--- src/include/rbg_map.svh ---
/*
 constants for the host-side reset and first-access gate of a flash drive.
 assumes a 100 MHz system clock; included by its bare name.
*/
`ifndef RBG_MAP_SVH
`define RBG_MAP_SVH

`define RBG_CLK_PERIOD_NS     10
// least reset low pulse, in ns
`define RBG_RST_LOW_NS        50
`define RBG_RST_LOW_CYC       ((`RBG_RST_LOW_NS + `RBG_CLK_PERIOD_NS - 1) / `RBG_CLK_PERIOD_NS)
// least time from reset release to address-valid rise, in us
`define RBG_AVD_SETUP_US      3
`define RBG_AVD_SETUP_CYC     ((`RBG_AVD_SETUP_US * 1000 + `RBG_CLK_PERIOD_NS - 1) / `RBG_CLK_PERIOD_NS)
// longest busy-release time, in ms
`define RBG_BUSY_REL_MS       75
`define RBG_BUSY_REL_CYC      (`RBG_BUSY_REL_MS * 1000000 / `RBG_CLK_PERIOD_NS)
// counter width for all timers
`define RBG_CNT_W             24
// method codes
`define RBG_METH_WAIT         2'h0
`define RBG_METH_POLL         2'h1
`define RBG_METH_STALL        2'h2

`endif

--- src/include/rbg_pkg.sv ---
/*
 types for the host-side reset and first-access gate.
 assumes rbg_map.svh is on the include path.
*/
`default_nettype none

package rbg_pkg;
   typedef enum logic [2:0]
   {
      RBG_IDLE  = 3'b000,
      RBG_RESET = 3'b001,
      RBG_BOOT  = 3'b010,
      RBG_READY = 3'b011
   } rbg_state_type;

   typedef enum logic [1:0]
   {
      RBG_M_WAIT  = 2'b00,
      RBG_M_POLL  = 2'b01,
      RBG_M_STALL = 2'b10
   } rbg_method_type;
endpackage

`default_nettype wire

--- src/rtl/rbg_timer.sv ---
/*
 down-counting timer: loads a count on start, pulses done the cycle after it reaches one.
 assumes one clock, asynchronous active-high reset.
*/
`default_nettype none
`include "rbg_map.svh"

module rbg_timer
(
   input  wire logic                   mclk_i,
   input  wire logic                   sys_rst_i,
   input  wire logic                   start_i,
   input  wire logic [`RBG_CNT_W-1:0]  load_i,
   output logic                        running_o,
   output logic                        done_o
);
   logic [`RBG_CNT_W-1:0] cnt_reg;
   logic                  run_reg;

   // count down while running, done is one cycle at the end
   always_ff @(posedge mclk_i or posedge sys_rst_i)
   begin
      if (sys_rst_i)
      begin
         cnt_reg <= '0;
         run_reg <= 1'b0;
         done_o  <= 1'b0;
      end
      else
      begin
         done_o <= 1'b0;
         if (start_i)
         begin
            cnt_reg <= load_i;
            run_reg <= 1'b1;
         end
         else if (run_reg)
         begin
            if (cnt_reg <= `RBG_CNT_W'(1))
            begin
               run_reg <= 1'b0;
               done_o  <= 1'b1;
            end
            else
               cnt_reg <= cnt_reg - `RBG_CNT_W'(1);
         end
      end
   end

   assign running_o = run_reg;
endmodule

`default_nettype wire

--- src/rtl/rbg_host_gate.sv ---
/*
 host-side reset sequencer and first-access gate for an embedded flash drive.
 drives the active-low reset pin, watches busy, and holds back the host's
 first access (chip/output enable and address-valid strobe) until safe.
 assumes busy arrives from a pin, asynchronous to mclk_i.
*/
`default_nettype none
`include "rbg_map.svh"

module rbg_host_gate
   import rbg_pkg::*;
(
   input  wire logic                   mclk_i,
   input  wire logic                   sys_rst_i,
   input  wire logic                   reset_req_i,
   input  wire rbg_pkg::rbg_method_type method_i,
   input  wire logic                   muxed_bus_i,
   input  wire logic                   busy_n_i,
   input  wire logic                   acc_req_i,
   input  wire logic                   acc_write_i,
   input  wire logic                   ce_n_req_i,
   input  wire logic                   oe_n_req_i,
   input  wire logic                   avd_n_req_i,
   output logic                        host_reset_in_n_o,
   output logic                        ce_n_o,
   output logic                        oe_n_o,
   output logic                        address_valid_strobe_n_o,
   output logic                        acc_ready_o,
   output logic                        host_wait_o,
   output logic                        acc_refused_o,
   output logic                        device_ready_o,
   output logic                        busy_timeout_o
);
   import rbg_pkg::*;

   ////////////////////////////////////////////////////////////////////////
   // busy synchroniser
   logic busy_meta_reg;
   logic busy_sync_reg;

   // two flops before anything reads busy
   always_ff @(posedge mclk_i or posedge sys_rst_i)
   begin
      if (sys_rst_i)
      begin
         busy_meta_reg <= 1'b0;
         busy_sync_reg <= 1'b0;
      end
      else
      begin
         busy_meta_reg <= busy_n_i;
         busy_sync_reg <= busy_meta_reg;
      end
   end

   ////////////////////////////////////////////////////////////////////////
   // sequencer
   rbg_state_type  state_reg;
   rbg_state_type  state_next;
   rbg_method_type meth_reg;
   logic           muxed_reg;
   logic           avd_ok_reg;
   logic           first_done_reg;
   logic           timer_start;
   logic [`RBG_CNT_W-1:0] timer_load;
   logic           timer_run;
   logic           timer_done;
   logic           avd_start;
   logic           avd_run;
   logic           avd_done;

   // reset pulse timer, then busy-release timer
   rbg_timer u_main_timer
   (
      .mclk_i    (mclk_i),
      .sys_rst_i (sys_rst_i),
      .start_i   (timer_start),
      .load_i    (timer_load),
      .running_o (timer_run),
      .done_o    (timer_done)
   );

   // address-valid setup timer from reset release
   rbg_timer u_avd_timer
   (
      .mclk_i    (mclk_i),
      .sys_rst_i (sys_rst_i),
      .start_i   (avd_start),
      .load_i    (`RBG_CNT_W'(`RBG_AVD_SETUP_CYC)),
      .running_o (avd_run),
      .done_o    (avd_done)
   );

   // busy is seen released only once synchronised high
   function automatic logic boot_finished(input rbg_method_type m, input logic busy_h, input logic tdone);
      if (m == RBG_M_WAIT)
         boot_finished = tdone;
      else
         boot_finished = busy_h;
   endfunction

   // next state
   always_comb
   begin
      state_next  = state_reg;
      timer_start = 1'b0;
      timer_load  = `RBG_CNT_W'(`RBG_RST_LOW_CYC);
      avd_start   = 1'b0;
      case (state_reg)
         RBG_IDLE:
         begin
            state_next  = RBG_RESET;
            timer_start = 1'b1;
         end
         RBG_RESET:
            if (timer_done && !reset_req_i)
            begin
               state_next  = RBG_BOOT;
               timer_start = 1'b1;
               timer_load  = `RBG_CNT_W'(`RBG_BUSY_REL_CYC);
               avd_start   = 1'b1;
            end
            else if (timer_done)
               timer_start = 1'b1;
         RBG_BOOT:
            if (reset_req_i)
               state_next = RBG_IDLE;
            else if (boot_finished(meth_reg, busy_sync_reg, timer_done) && !timer_start)
               state_next = RBG_READY;
         RBG_READY:
            if (reset_req_i)
               state_next = RBG_IDLE;
         default:
            state_next = RBG_IDLE;
      endcase
   end

   // state and latched mode
   always_ff @(posedge mclk_i or posedge sys_rst_i)
   begin
      if (sys_rst_i)
      begin
         state_reg <= RBG_IDLE;
         meth_reg  <= RBG_M_STALL;
         muxed_reg <= 1'b0;
      end
      else
      begin
         state_reg <= state_next;
         if (state_reg == RBG_IDLE)
         begin
            meth_reg  <= method_i;
            muxed_reg <= muxed_bus_i;
         end
      end
   end

   // on a muxed bus, address-valid permitted only once setup time has passed
   always_ff @(posedge mclk_i or posedge sys_rst_i)
   begin
      if (sys_rst_i)
         avd_ok_reg <= 1'b0;
      else if (state_reg == RBG_IDLE || avd_start)
         avd_ok_reg <= 1'b0;
      else if (avd_done)
         avd_ok_reg <= 1'b1;
   end

   // first access after boot is tracked for every method
   always_ff @(posedge mclk_i or posedge sys_rst_i)
   begin
      if (sys_rst_i)
         first_done_reg <= 1'b0;
      else if (state_reg != RBG_READY)
         first_done_reg <= 1'b0;
      else if (acc_req_i && !acc_write_i)
         first_done_reg <= 1'b1;
   end

   // reset pin low in idle and reset states
   always_ff @(posedge mclk_i or posedge sys_rst_i)
   begin
      if (sys_rst_i)
         host_reset_in_n_o <= 1'b0;
      else
         host_reset_in_n_o <= (state_next == RBG_BOOT) || (state_next == RBG_READY);
   end

   ////////////////////////////////////////////////////////////////////////
   // access gate
   logic ready;
   logic stall_ok;
   logic gate_open;
   logic avd_open;

   assign ready    = (state_reg == RBG_READY);
   // every mode: only a read may be the first access
   assign stall_ok = first_done_reg || !acc_write_i;
   assign gate_open = ready && stall_ok;
   assign avd_open  = gate_open && (!muxed_reg || avd_ok_reg);

   // pins: enables forced high while gate is shut
   always_ff @(posedge mclk_i or posedge sys_rst_i)
   begin
      if (sys_rst_i)
      begin
         ce_n_o                   <= 1'b1;
         oe_n_o                   <= 1'b1;
         address_valid_strobe_n_o <= 1'b1;
      end
      else
      begin
         ce_n_o                   <= gate_open ? ce_n_req_i : 1'b1;
         oe_n_o                   <= gate_open ? oe_n_req_i : 1'b1;
         address_valid_strobe_n_o <= avd_open ? avd_n_req_i : 1'b1;
      end
   end

   // status flags
   always_ff @(posedge mclk_i or posedge sys_rst_i)
   begin
      if (sys_rst_i)
      begin
         device_ready_o <= 1'b0;
         busy_timeout_o <= 1'b0;
      end
      else
      begin
         device_ready_o <= (state_next == RBG_READY);
         if (state_reg == RBG_IDLE)
            busy_timeout_o <= 1'b0;
         else if (state_reg == RBG_BOOT && timer_done && meth_reg != RBG_M_WAIT && !busy_sync_reg)
            busy_timeout_o <= 1'b1;    // device overran the longest busy time
      end
   end

   // handshake back to the host core
   assign acc_ready_o   = avd_open;
   assign host_wait_o   = acc_req_i && !avd_open && (meth_reg == RBG_M_STALL);
   assign acc_refused_o = acc_req_i && !avd_open && (meth_reg != RBG_M_STALL);
endmodule

`default_nettype wire

--- config.mk ---
export PLATFORM = sky130hd
export DESIGN_NAME = rbg_host_gate
export DESIGN_NICKNAME = d
export VERILOG_FILES = /design/src/include/rbg_pkg.sv /design/src/rtl/rbg_timer.sv /design/src/rtl/rbg_host_gate.sv
export VERILOG_INCLUDE_DIRS = /design/src /design/src/include
export SDC_FILE = /design/constraint.sdc
export NUM_CORES = 1
export LEC_CHECK = 0
export BUFFER_PORTS_ARGS = -buffer_cell sky130_fd_sc_hd__buf_2
export CAP_MARGIN = 25
export CORE_UTILIZATION = 32
export CTS_CLUSTER_DIAMETER = 150
export DETAILED_ROUTE_END_ITERATION = 8
export PLACE_DENSITY = 0.53
export SYNTH_ARGS = -nofsm -noshare
export SYNTH_HDL_FRONTEND = slang
export SYNTH_SLANG_ARGS = --single-unit
--- constraint.sdc ---
create_clock -name mclk_i -period 3 [get_ports mclk_i]
set_clock_uncertainty 0.2 [all_clocks]
set_input_delay 0.3 -clock mclk_i [delete_from_list [all_inputs] [get_ports mclk_i]]
set_output_delay 0.3 -clock mclk_i [all_outputs]
set_load 0.03 [all_outputs]
=== Yosys cells after proc, flatten, opt, wreduce, memory -nomap -nowiden ===
Cells that the tools add are included.

* Register bits: 68
* Input port bits: 12
* Output and inout bits: 9

* $add $sub $neg: 2
* Order comparisons: 2
* Equal/unequal tests: 10
* Muxes and demuxes: 42
* Reduce and logical (&&, ||, !) cells: 29

{| class="wikitable"
|+ Operators by type and width
! kind !! count
|-
| 24-bit two-way mux || 6
|-
| 24-bit by 1-bit less-or-equal comparator with 1-bit output, second input constant || 2
|-
| 24-bit by 1-bit subtractor with 24-bit output, second input constant || 2
|-
| 23-bit two-way mux || 2
|-
| 1-bit two-way mux || 28
|-
| 3-bit by 2-bit == test with 1-bit output, second input constant || 4
|-
| 3-bit two-way mux || 4
|-
| 3-bit case mux with 4 select lines || 1
|-
| 2-bit nonzero test || 6
|-
| 1-bit logical AND || 10
|-
| 2-bit inequality test, second input constant || 3
|-
| 1-bit logical NOT || 5
|-
| 1-bit logical OR || 4
|-
| 2-bit AND reduction || 2
|-
| 3-bit by 1-bit == test with 1-bit output, second input constant || 1
|-
| 3-bit logical NOT || 1
|-
| 3-bit by 2-bit inequality test with 1-bit output, second input constant || 1
|-
| 2-bit == test, second input constant || 1
|-
| 2-bit logical NOT || 1
|-
| 1-bit case mux with 2 select lines || 1
|}

=== Depth between registers and ports, before layout ===
Gate-level depths: netlist (run 1).

* Word-level depth: 9
* Gate-level depth with buffers: 8

=== Cells and area by module ===
Synthesis (run 1) repeated with hierarchy kept, for this count alone.

* Cell total of the unflattened synthesis: 397
* Area total of the unflattened synthesis: 3,890.0 µm²

{| class="wikitable"
|+ By module, submodules not included
! module !! instances !! cells each !! area each (µm²) !! seq. area each (µm²)
|-
| rbg_timer at u_avd_timer || 1 || 174 || 1,662.8 || 650.6
|-
| rbg_timer at u_main_timer || 1 || 164 || 1,541.5 || 650.6
|-
| rbg_host_gate || 1 || 59 || 685.7 || 405.4
|}

=== Worst setup path after synthesis (run 1) ===
Ideal clock, no wire load.

* Path type: register to register
* Start point: reg u_avd_timer.cnt_reg[4]
* End point: reg u_avd_timer.cnt_reg[5]
* Library setup time: 0.136 ns
* Data arrival time: 2.125 ns
* Required time: 2.664 ns
* Slack: 0.539 ns
* Stages on the path, launching flop included: 7
* Buffers on the path: 1
* Period minus slack after synthesis: 2.461 ns
* Cells stage by stage: dfrtp_1 -> nor4_1 -> nand4_1 -> o21ai_1 -> buf_2 -> nor3_1 -> or3b_2

* Longest elaborated chain between the ends: 4
* Elaborated cells on any way between the ends: 7
* Those cells by class: add/sub: 1; order compare: 1; eq/ne: 1; mux: 3; reduce/logical: 1

{| class="wikitable"
|+ RTL lines
! item !! line !! RTL
|-
| from (decl) || rbg_timer.sv:17 || <nowiki>logic [`RBG_CNT_W-1:0] cnt_reg;</nowiki>
|-
| from (signal assigned) || rbg_timer.sv:34 || <nowiki>cnt_reg <= load_i;</nowiki>
|-
| from (signal assigned) || rbg_timer.sv:45 || <nowiki>cnt_reg <= cnt_reg - `RBG_CNT_W'(1);</nowiki>
|-
| 24-bit by 1-bit subtractor with 24-bit output || rbg_timer.sv:45 ||
|-
| 24-bit two-way mux || rbg_timer.sv:39 || <nowiki>if (cnt_reg <= `RBG_CNT_W'(1))</nowiki>
|-
| 24-bit two-way mux || rbg_timer.sv:37 || <nowiki>else if (run_reg)</nowiki>
|-
| 24-bit two-way mux || rbg_timer.sv:32 || <nowiki>if (start_i)</nowiki>
|}

Parallel ways exist; a longest one is shown, timed or not. The select of a mux whose other input is x is not followed.
A chain may end at the register's enable or synchronous reset.

=== Final worst setup path (run 1) ===
* Start point: reg u_main_timer.cnt_reg[14]
* End point: reg u_main_timer.cnt_reg[2]

* Longest elaborated chain between the ends: 3

{| class="wikitable"
|+ RTL lines
! item !! line
|-
| from (decl) || rbg_timer.sv:17
|-
| from (signal assigned) || rbg_timer.sv:34
|-
| from (signal assigned) || rbg_timer.sv:45
|-
| 24-bit by 1-bit less-or-equal comparator with 1-bit output || rbg_timer.sv:39
|-
| 2-bit inequality test (no source line) || n/a
|-
| 2-bit AND reduction (no source line) || n/a
|}

No other way between the ends.

==> flow_metrics.env, run 1 <==
export IMPL_path_clk_slew_ns=0.08
export IMPL_syn_nets=358
export IMPL_dpl_hpwl_mm=5.023
export IMPL_rows=37
export IMPL_cts_tree="yes"
export IMPL_final_area_sq_um=4044
export IMPL_syn_cell_area_sq_um=3393
export IMPL_drc=0
export IMPL_tightest_slew_ns=0.7053
export IMPL_wl_per_cell_um=14.70
export IMPL_holdWs_ns=0.02074
export IMPL_initialDrtViolationCount=164
export IMPL_ys_warnings_count=0
export IMPL_grt_pass1_wl_mm=13.30
export IMPL_dr_pass1_iters=4
export IMPL_final_common_cell="dfrtp_1"
export IMPL_async_flop_share_pct=100.0
export IMPL_cts_setup_buffers=0
export IMPL_synth_ff_latch_count=68
export IMPL_ys_seq_area_share_pct=50.29
export IMPL_crit_chain="or4_4, or4_1, o21ai_2, o31ai_1, a22o_1"
export IMPL_dieArea_sq_um=11020
export IMPL_htree_num_levels=3
export IMPL_route_antenna_remaining_nets=0
export IMPL_rsz0062_at_grt="no"
export IMPL_relSlewSlack_pct=52.80
export IMPL_synth_xor_area_share_pct=2.839
export IMPL_wl_mm=7.701
export IMPL_cp_end_kind="register"
export IMPL_synth_compound_area_share_pct=18.62
export IMPL_setup_violations=0
export IMPL_synth_top_family_by_area="simple AND/OR/NAND/NOR gates"
export IMPL_slowest_delay_ns=0.62
export IMPL_synth_edff_count=0
export IMPL_synth_distinct_cells=53
export IMPL_synth_adder_area_share_pct=1.475
export IMPL_area_growth_pct=19.17
export IMPL_cts_buffers=9
export IMPL_initial_utilization_pct=32.87
export IMPL_hold_viol=0
export IMPL_synth_top_area_share_pct=47.20
export IMPL_max_cap_violations=0
export IMPL_power_total_mw=2.662
export IMPL_netlist_top_cells_area="dfrtp_1 47%, a21oi_1 4.6%, or4_1 3.3%"
export IMPL_p_leak_nw=1.618
export IMPL_ff2ff_setup_slack_ns=0.36
export IMPL_insertion_delay_ns=0.35
export IMPL_hold_class="in2reg"
export IMPL_irDropWorstVdd_mv=0.2416
export IMPL_grt_max_degree=69
export IMPL_avgViaCountPerCell=5.353
export IMPL_diodes=0
export IMPL_r2r_end="u_main_timer.cnt_reg[2]"
export IMPL_startpoint="u_main_timer.cnt_reg[14]"
export IMPL_root_buffer="clkbuf_8"
export IMPL_final_cells=524
export IMPL_cp_data_required_time_ns=3.04
export IMPL_endpoint="u_main_timer.cnt_reg[2]"
export IMPL_startpoint_type="register"
export IMPL_status="finished, final reports clean"
export IMPL_yosysTopAreaCell="dfrtp_1"
export IMPL_fin_crit_ns=2.644
export IMPL_r2r_start="u_main_timer.cnt_reg[14]"
export IMPL_slowest_stage="or4_1"
export IMPL_worst_ep_arrival_time_ns=2.68
export IMPL_postSynthCellCount=342
export IMPL_grt_pass1_vias=2722
export IMPL_crit_buf_inv=0
export IMPL_synthMuxAreaShare_pct=0.9218
export IMPL_grtUsageTotal_pct=15.32
export IMPL_reg2regPathDepth=5
export IMPL_worstSetupPathType="reg2reg"
export IMPL_min_period_over_period_pct=88.13
export IMPL_setup_tns_ns=0
export IMPL_finalMaxSlewViolations=0
export IMPL_clock_fmax_ghz=0.3782
export IMPL_core_area_sq_um=10320
export IMPL_synth_ff_type="dfrtp_1"
export IMPL_syn_area_per_cell_sq_um=9.922
export IMPL_yosys_area_share_simple_pct=23.01
export IMPL_cp_max_fo=10
export IMPL_mostFrequentLayoutCells="64 x dfrtp_1, 31 x a21oi_1, 22 x nor2_1, 20 x buf_2, 19 x nand2_1"
export IMPL_clock_sinks=68
export IMPL_clockBufferDepth=2
export IMPL_drive_gt1_share_pct=18.30
export IMPL_cp_depth=5
export IMPL_antenna_found_initial=0
export IMPL_nNetsFinal=399
export IMPL_die_y_um=105.0
export IMPL_route_vias_total=2805
export IMPL_gp_congestion=0.7567
export IMPL_io_buffers=20
export IMPL_die_x_um=105.0
export IMPL_placed_area_sq_um=3729
export IMPL_min_from="reset_req_i"
export IMPL_grt_ovfl_total=0
export IMPL_pwr_density_cell_nw_per_um2=658.2
export IMPL_crit_family="simple AND/OR/NAND/NOR gates"
export IMPL_ioPinCount=21
export IMPL_place_inst=499
worst reg2reg max path: cells and delay by family, from the launching register on:
| family | cells | cell delay (ns) |
|---|---|---|
| compound gates | 3 | 0.74 |
| simple gates | 2 | 1.20 |
| flops | 1 | 0.40 |
power breakdown:
group / internal, mW / leakage [nW] / total (mW) / switching [mW]
Clock: 0.491 / 0.116 / 0.857 / 0.367
Sequential: 1.06 / 0.839 / 1.21 / 0.155
Combinational: 0.266 / 0.663 / 0.593 / 0.327
how the worst min path moves through the flow:
stage / endpoint / slack, ns / cells past startpoint
CTS: host_reset_in_n_o / 0.01 / 2
global route: host_reset_in_n_o / 0.03 / 2
detailed placement: busy_sync_reg / 0.15 / 0
global placement: busy_sync_reg / 0.14 / 0
finish: host_reset_in_n_o / 0.02 / 2
floorplan: busy_sync_reg / 0.13 / 0
cells by family (layout without fill, tap and decap cells):
logic type      Yosys count  after routing
xor+xnor                 11             11
simple gates            134            134
fa+ha+maj                 4              4
compound gates           98             98
buf+inv                  23             69
other cells               1              1
mux                       3              3
flops                    68             68
what timing repair did:
| action | 4_1_cts | 5_1_grt |
|---|---|---|
| hold buffers | 9 | 0 |
| hold endpoints to repair | 72 | 0 |
| gates resized for setup | 0 | 0 |
metal layers:
metal	vias to the layer above	wire length, um	GRT usage (%)
li1	1376	-	-
met1	1382	3734	19.95
met2	38	3598	24.55
met3	9	240	3.244
met4	0	128	6.640
met5	-	0	0
area by class of cell:
type,instances,area [sq um]
Fill cell,1020,6280
Timing Repair Buffer,42,300.3
Clock inverter,6,87.58
Inverter,11,41.29
Tap cell,136,170.2
Clock buffer,10,137.6
Multi-Input combinational cell,251,1600
Sequential cell,68,1707
Yosys cell counts, types with 2 or more instances:
cell type / count
or3_1: 14
or2_2: 5
nor3_1: 8
ha_1: 4
xor2_1: 4
a31oi_1: 4
dfstp_2: 4
nor4_1: 14
inv_1: 11
xnor2_1: 7
o21ai_1: 3
o41ai_1: 4
nand2_1: 19
nand3b_1: 3
and3_1: 2
nor4_2: 3
nor2_1: 22
o211ai_1: 7
o31ai_1: 12
nand4_1: 5
nor3b_1: 2
or4_1: 15
o21ai_0: 16
o21a_1: 7
mux2i_1: 2
buf_2: 2
clkbuf_1: 9
nand3_1: 8
nor2b_1: 2
dfrtp_1: 64
a21oi_1: 31
o31a_1: 5
nand2b_1: 4
through the flow:
step / util, % / setup WS [ns]
floorplan: - / 0.5387
global placement: 36.12 / 0.3876
detailed placement: 36.12 / 0.3488
CTS: 39.17 / 0.3369
global route: 39.17 / 0.1551
finish: 39.17 / 0.3562
Power figures use the tool's default switching activity.
==> run 2, diff against run 1 <==
--- a/config.mk
+++ b/config.mk
@@ -8,6 +8,7 @@
 export LEC_CHECK = 0
 export BUFFER_PORTS_ARGS = -buffer_cell sky130_fd_sc_hd__buf_2
 export CAP_MARGIN = 25
+export CORE_ASPECT_RATIO = 0.7
 export CORE_UTILIZATION = 32
 export CTS_CLUSTER_DIAMETER = 150
 export DETAILED_ROUTE_END_ITERATION = 8
==> run 2 against run 1 <==
- global-route usage increased by 0.19 points
- critical path depth rose by 2
- wire length grew 2.1%
- final cell count fell by 0.76%
- design area increased by 1.3%
- register-to-register slack lost 0.07 ns
- combinational power about the same
- clock power increased by 24%
- hold slack worse by 0.0071 ns
- first-iteration DRC count decreased by 17%
- maximum frequency fell by 2.5%
- critical path type unchanged
- largest power group unchanged
==> flow_metrics.env, run 2 (same netlist as run 1, synthesis figures left out) <==
export IMPL_relSlewSlack_pct=42.02
export IMPL_grt_pass1_vias=2651
export IMPL_die_y_um=88.16
export IMPL_placed_area_sq_um=3719
export IMPL_status="finished, final reports clean"
export IMPL_cp_max_fo=7
export IMPL_setup_tns_ns=0
export IMPL_fin_crit_ns=2.713
export IMPL_insertion_delay_ns=0.33
export IMPL_nNetsFinal=399
export IMPL_route_vias_total=2769
export IMPL_grt_max_degree=69
export IMPL_worst_ep_arrival_time_ns=2.72
export IMPL_grt_pass1_wl_mm=13.25
export IMPL_max_cap_violations=0
export IMPL_final_area_sq_um=4098
export IMPL_final_common_cell="dfrtp_1"
export IMPL_drive_gt1_share_pct=17.78
export IMPL_dr_pass1_iters=6
export IMPL_setup_violations=0
export IMPL_initialDrtViolationCount=136
export IMPL_root_buffer="clkbuf_16"
export IMPL_fillers=1033
export IMPL_ctsResizeCount=0
export IMPL_htree_num_levels=3
export IMPL_area_growth_pct=20.76
export IMPL_cp_data_required_time_ns=3.01
export IMPL_clockBufferDepth=2
export IMPL_multiInputGateArea_sq_um=1600
export IMPL_grt_ovfl_total=0
export IMPL_hold_class="in2async"
export IMPL_irDropWorstVdd_mv=0.3096
export IMPL_ioPinCount=21
export IMPL_path_clk_slew_ns=0.05
export IMPL_dieArea_sq_um=11030
export IMPL_initial_utilization_pct=32.89
export IMPL_core_area_sq_um=10320
export IMPL_hold_viol=0
export IMPL_pwr_density_cell_nw_per_um2=701.1
export IMPL_mostFrequentLayoutCells="64 x dfrtp_1, 31 x a21oi_1, 22 x nor2_1, 20 x buf_2, 19 x nand2_1"
export IMPL_die_x_um=125.1
export IMPL_route_antenna_remaining_nets=0
export IMPL_wl_per_cell_um=15.12
export IMPL_grtUsageTotal_pct=15.52
export IMPL_startpoint_type="register"
export IMPL_io_buffers=20
export IMPL_worstSetupPathType="reg2reg"
export IMPL_seq_area_sq_um=1707
export IMPL_diodes=0
export IMPL_drc=0
export IMPL_clock_sinks=68
export IMPL_rsz0062_at_grt="no"
export IMPL_cts_tree="yes"
export IMPL_wl_mm=7.860
export IMPL_gp_congestion=0.7885
export IMPL_min_period_over_period_pct=90.43
export IMPL_p_leak_nw=1.645
export IMPL_avgViaCountPerCell=5.325
export IMPL_tightest_slew_ns=0.8697
export IMPL_clock_fmax_ghz=0.3686
export IMPL_cts_buffers=9
export IMPL_cp_end_kind="register"
export IMPL_finish_utilization_pct=39.72
export IMPL_antenna_found_initial=0
export IMPL_dpl_hpwl_mm=5.286
export IMPL_rows=31
export IMPL_finalMaxSlewViolations=0
## run 2: final timing paths
kind                       slack (ns)                        to                    start  cells past startpoint
min reg2reg                      0.15             busy_sync_reg            busy_meta_reg                      0
max reg2reg                      0.29  u_main_timer.cnt_reg[13]  u_main_timer.cnt_reg[0]                      7
max in group asynchronous        2.00  u_main_timer.cnt_reg[18]                sys_rst_i                      3
max                              0.29  u_main_timer.cnt_reg[13]  u_main_timer.cnt_reg[0]                      7
min in group mclk_i              0.05              state_reg[1]              reset_req_i                      2
min                              0.01   u_avd_timer.cnt_reg[12]                sys_rst_i                      3
## run 2: critical path, stage by stage (launching register included)
cell,delay (ns)
dfrtp_1,0.42
inv_1,0.07
ha_1,0.23
o21ba_2,0.23
and4_1,0.28
a21boi_0,0.56
nand3_1,0.23
o311a_1,0.38
## run 2: repair_timing
action | in CTS | in global routing
buffers inserted | 0 | 0
hold endpoints to repair | 8 | 0
hold buffers | 8 | 0
## run 2: final cells by class
class                      count  share of cell area (%)
sequential                    68                   41.65
multi-input combinational    251                   39.05
timing repair buffer          42                   6.962
clock buffer                  14                   6.443
tap                          132                   4.031
inverter                      11                   1.008
clock inverter                 2                  0.8550
## run 2: through the flow
step	power [mW]	hold slack [ns]	cells	setup WS (ns)
after floorplan	1.621	0.1312	342	0.5387
after global placement	1.802	0.1388	496	0.3729
after detailed placement	1.817	0.1426	496	0.2975
after CTS	2.902	0.02908	520	0.3035
after global routing	3.053	0.05349	520	0.1674
final	2.873	0.01367	520	0.2872
## run 2: power by group
| group | switching (mW) | internal, mW |
|---|---|---|
| Combinational | 0.330 | 0.265 |
| Clock | 0.370 | 0.688 |
| Sequential | 0.162 | 1.06 |
| Total | 0.862 | 2.01 |
## run 2: per-layer routing
layer  vias up  global-route usage, %  part of all wire (%)
met1      1338                  23.24                    55
li1       1376                      -                     -
met3         5                  4.154                   3.9
met2        50                  21.48                    40
met5         -                      0                     0
met4         0                  4.767                  0.88
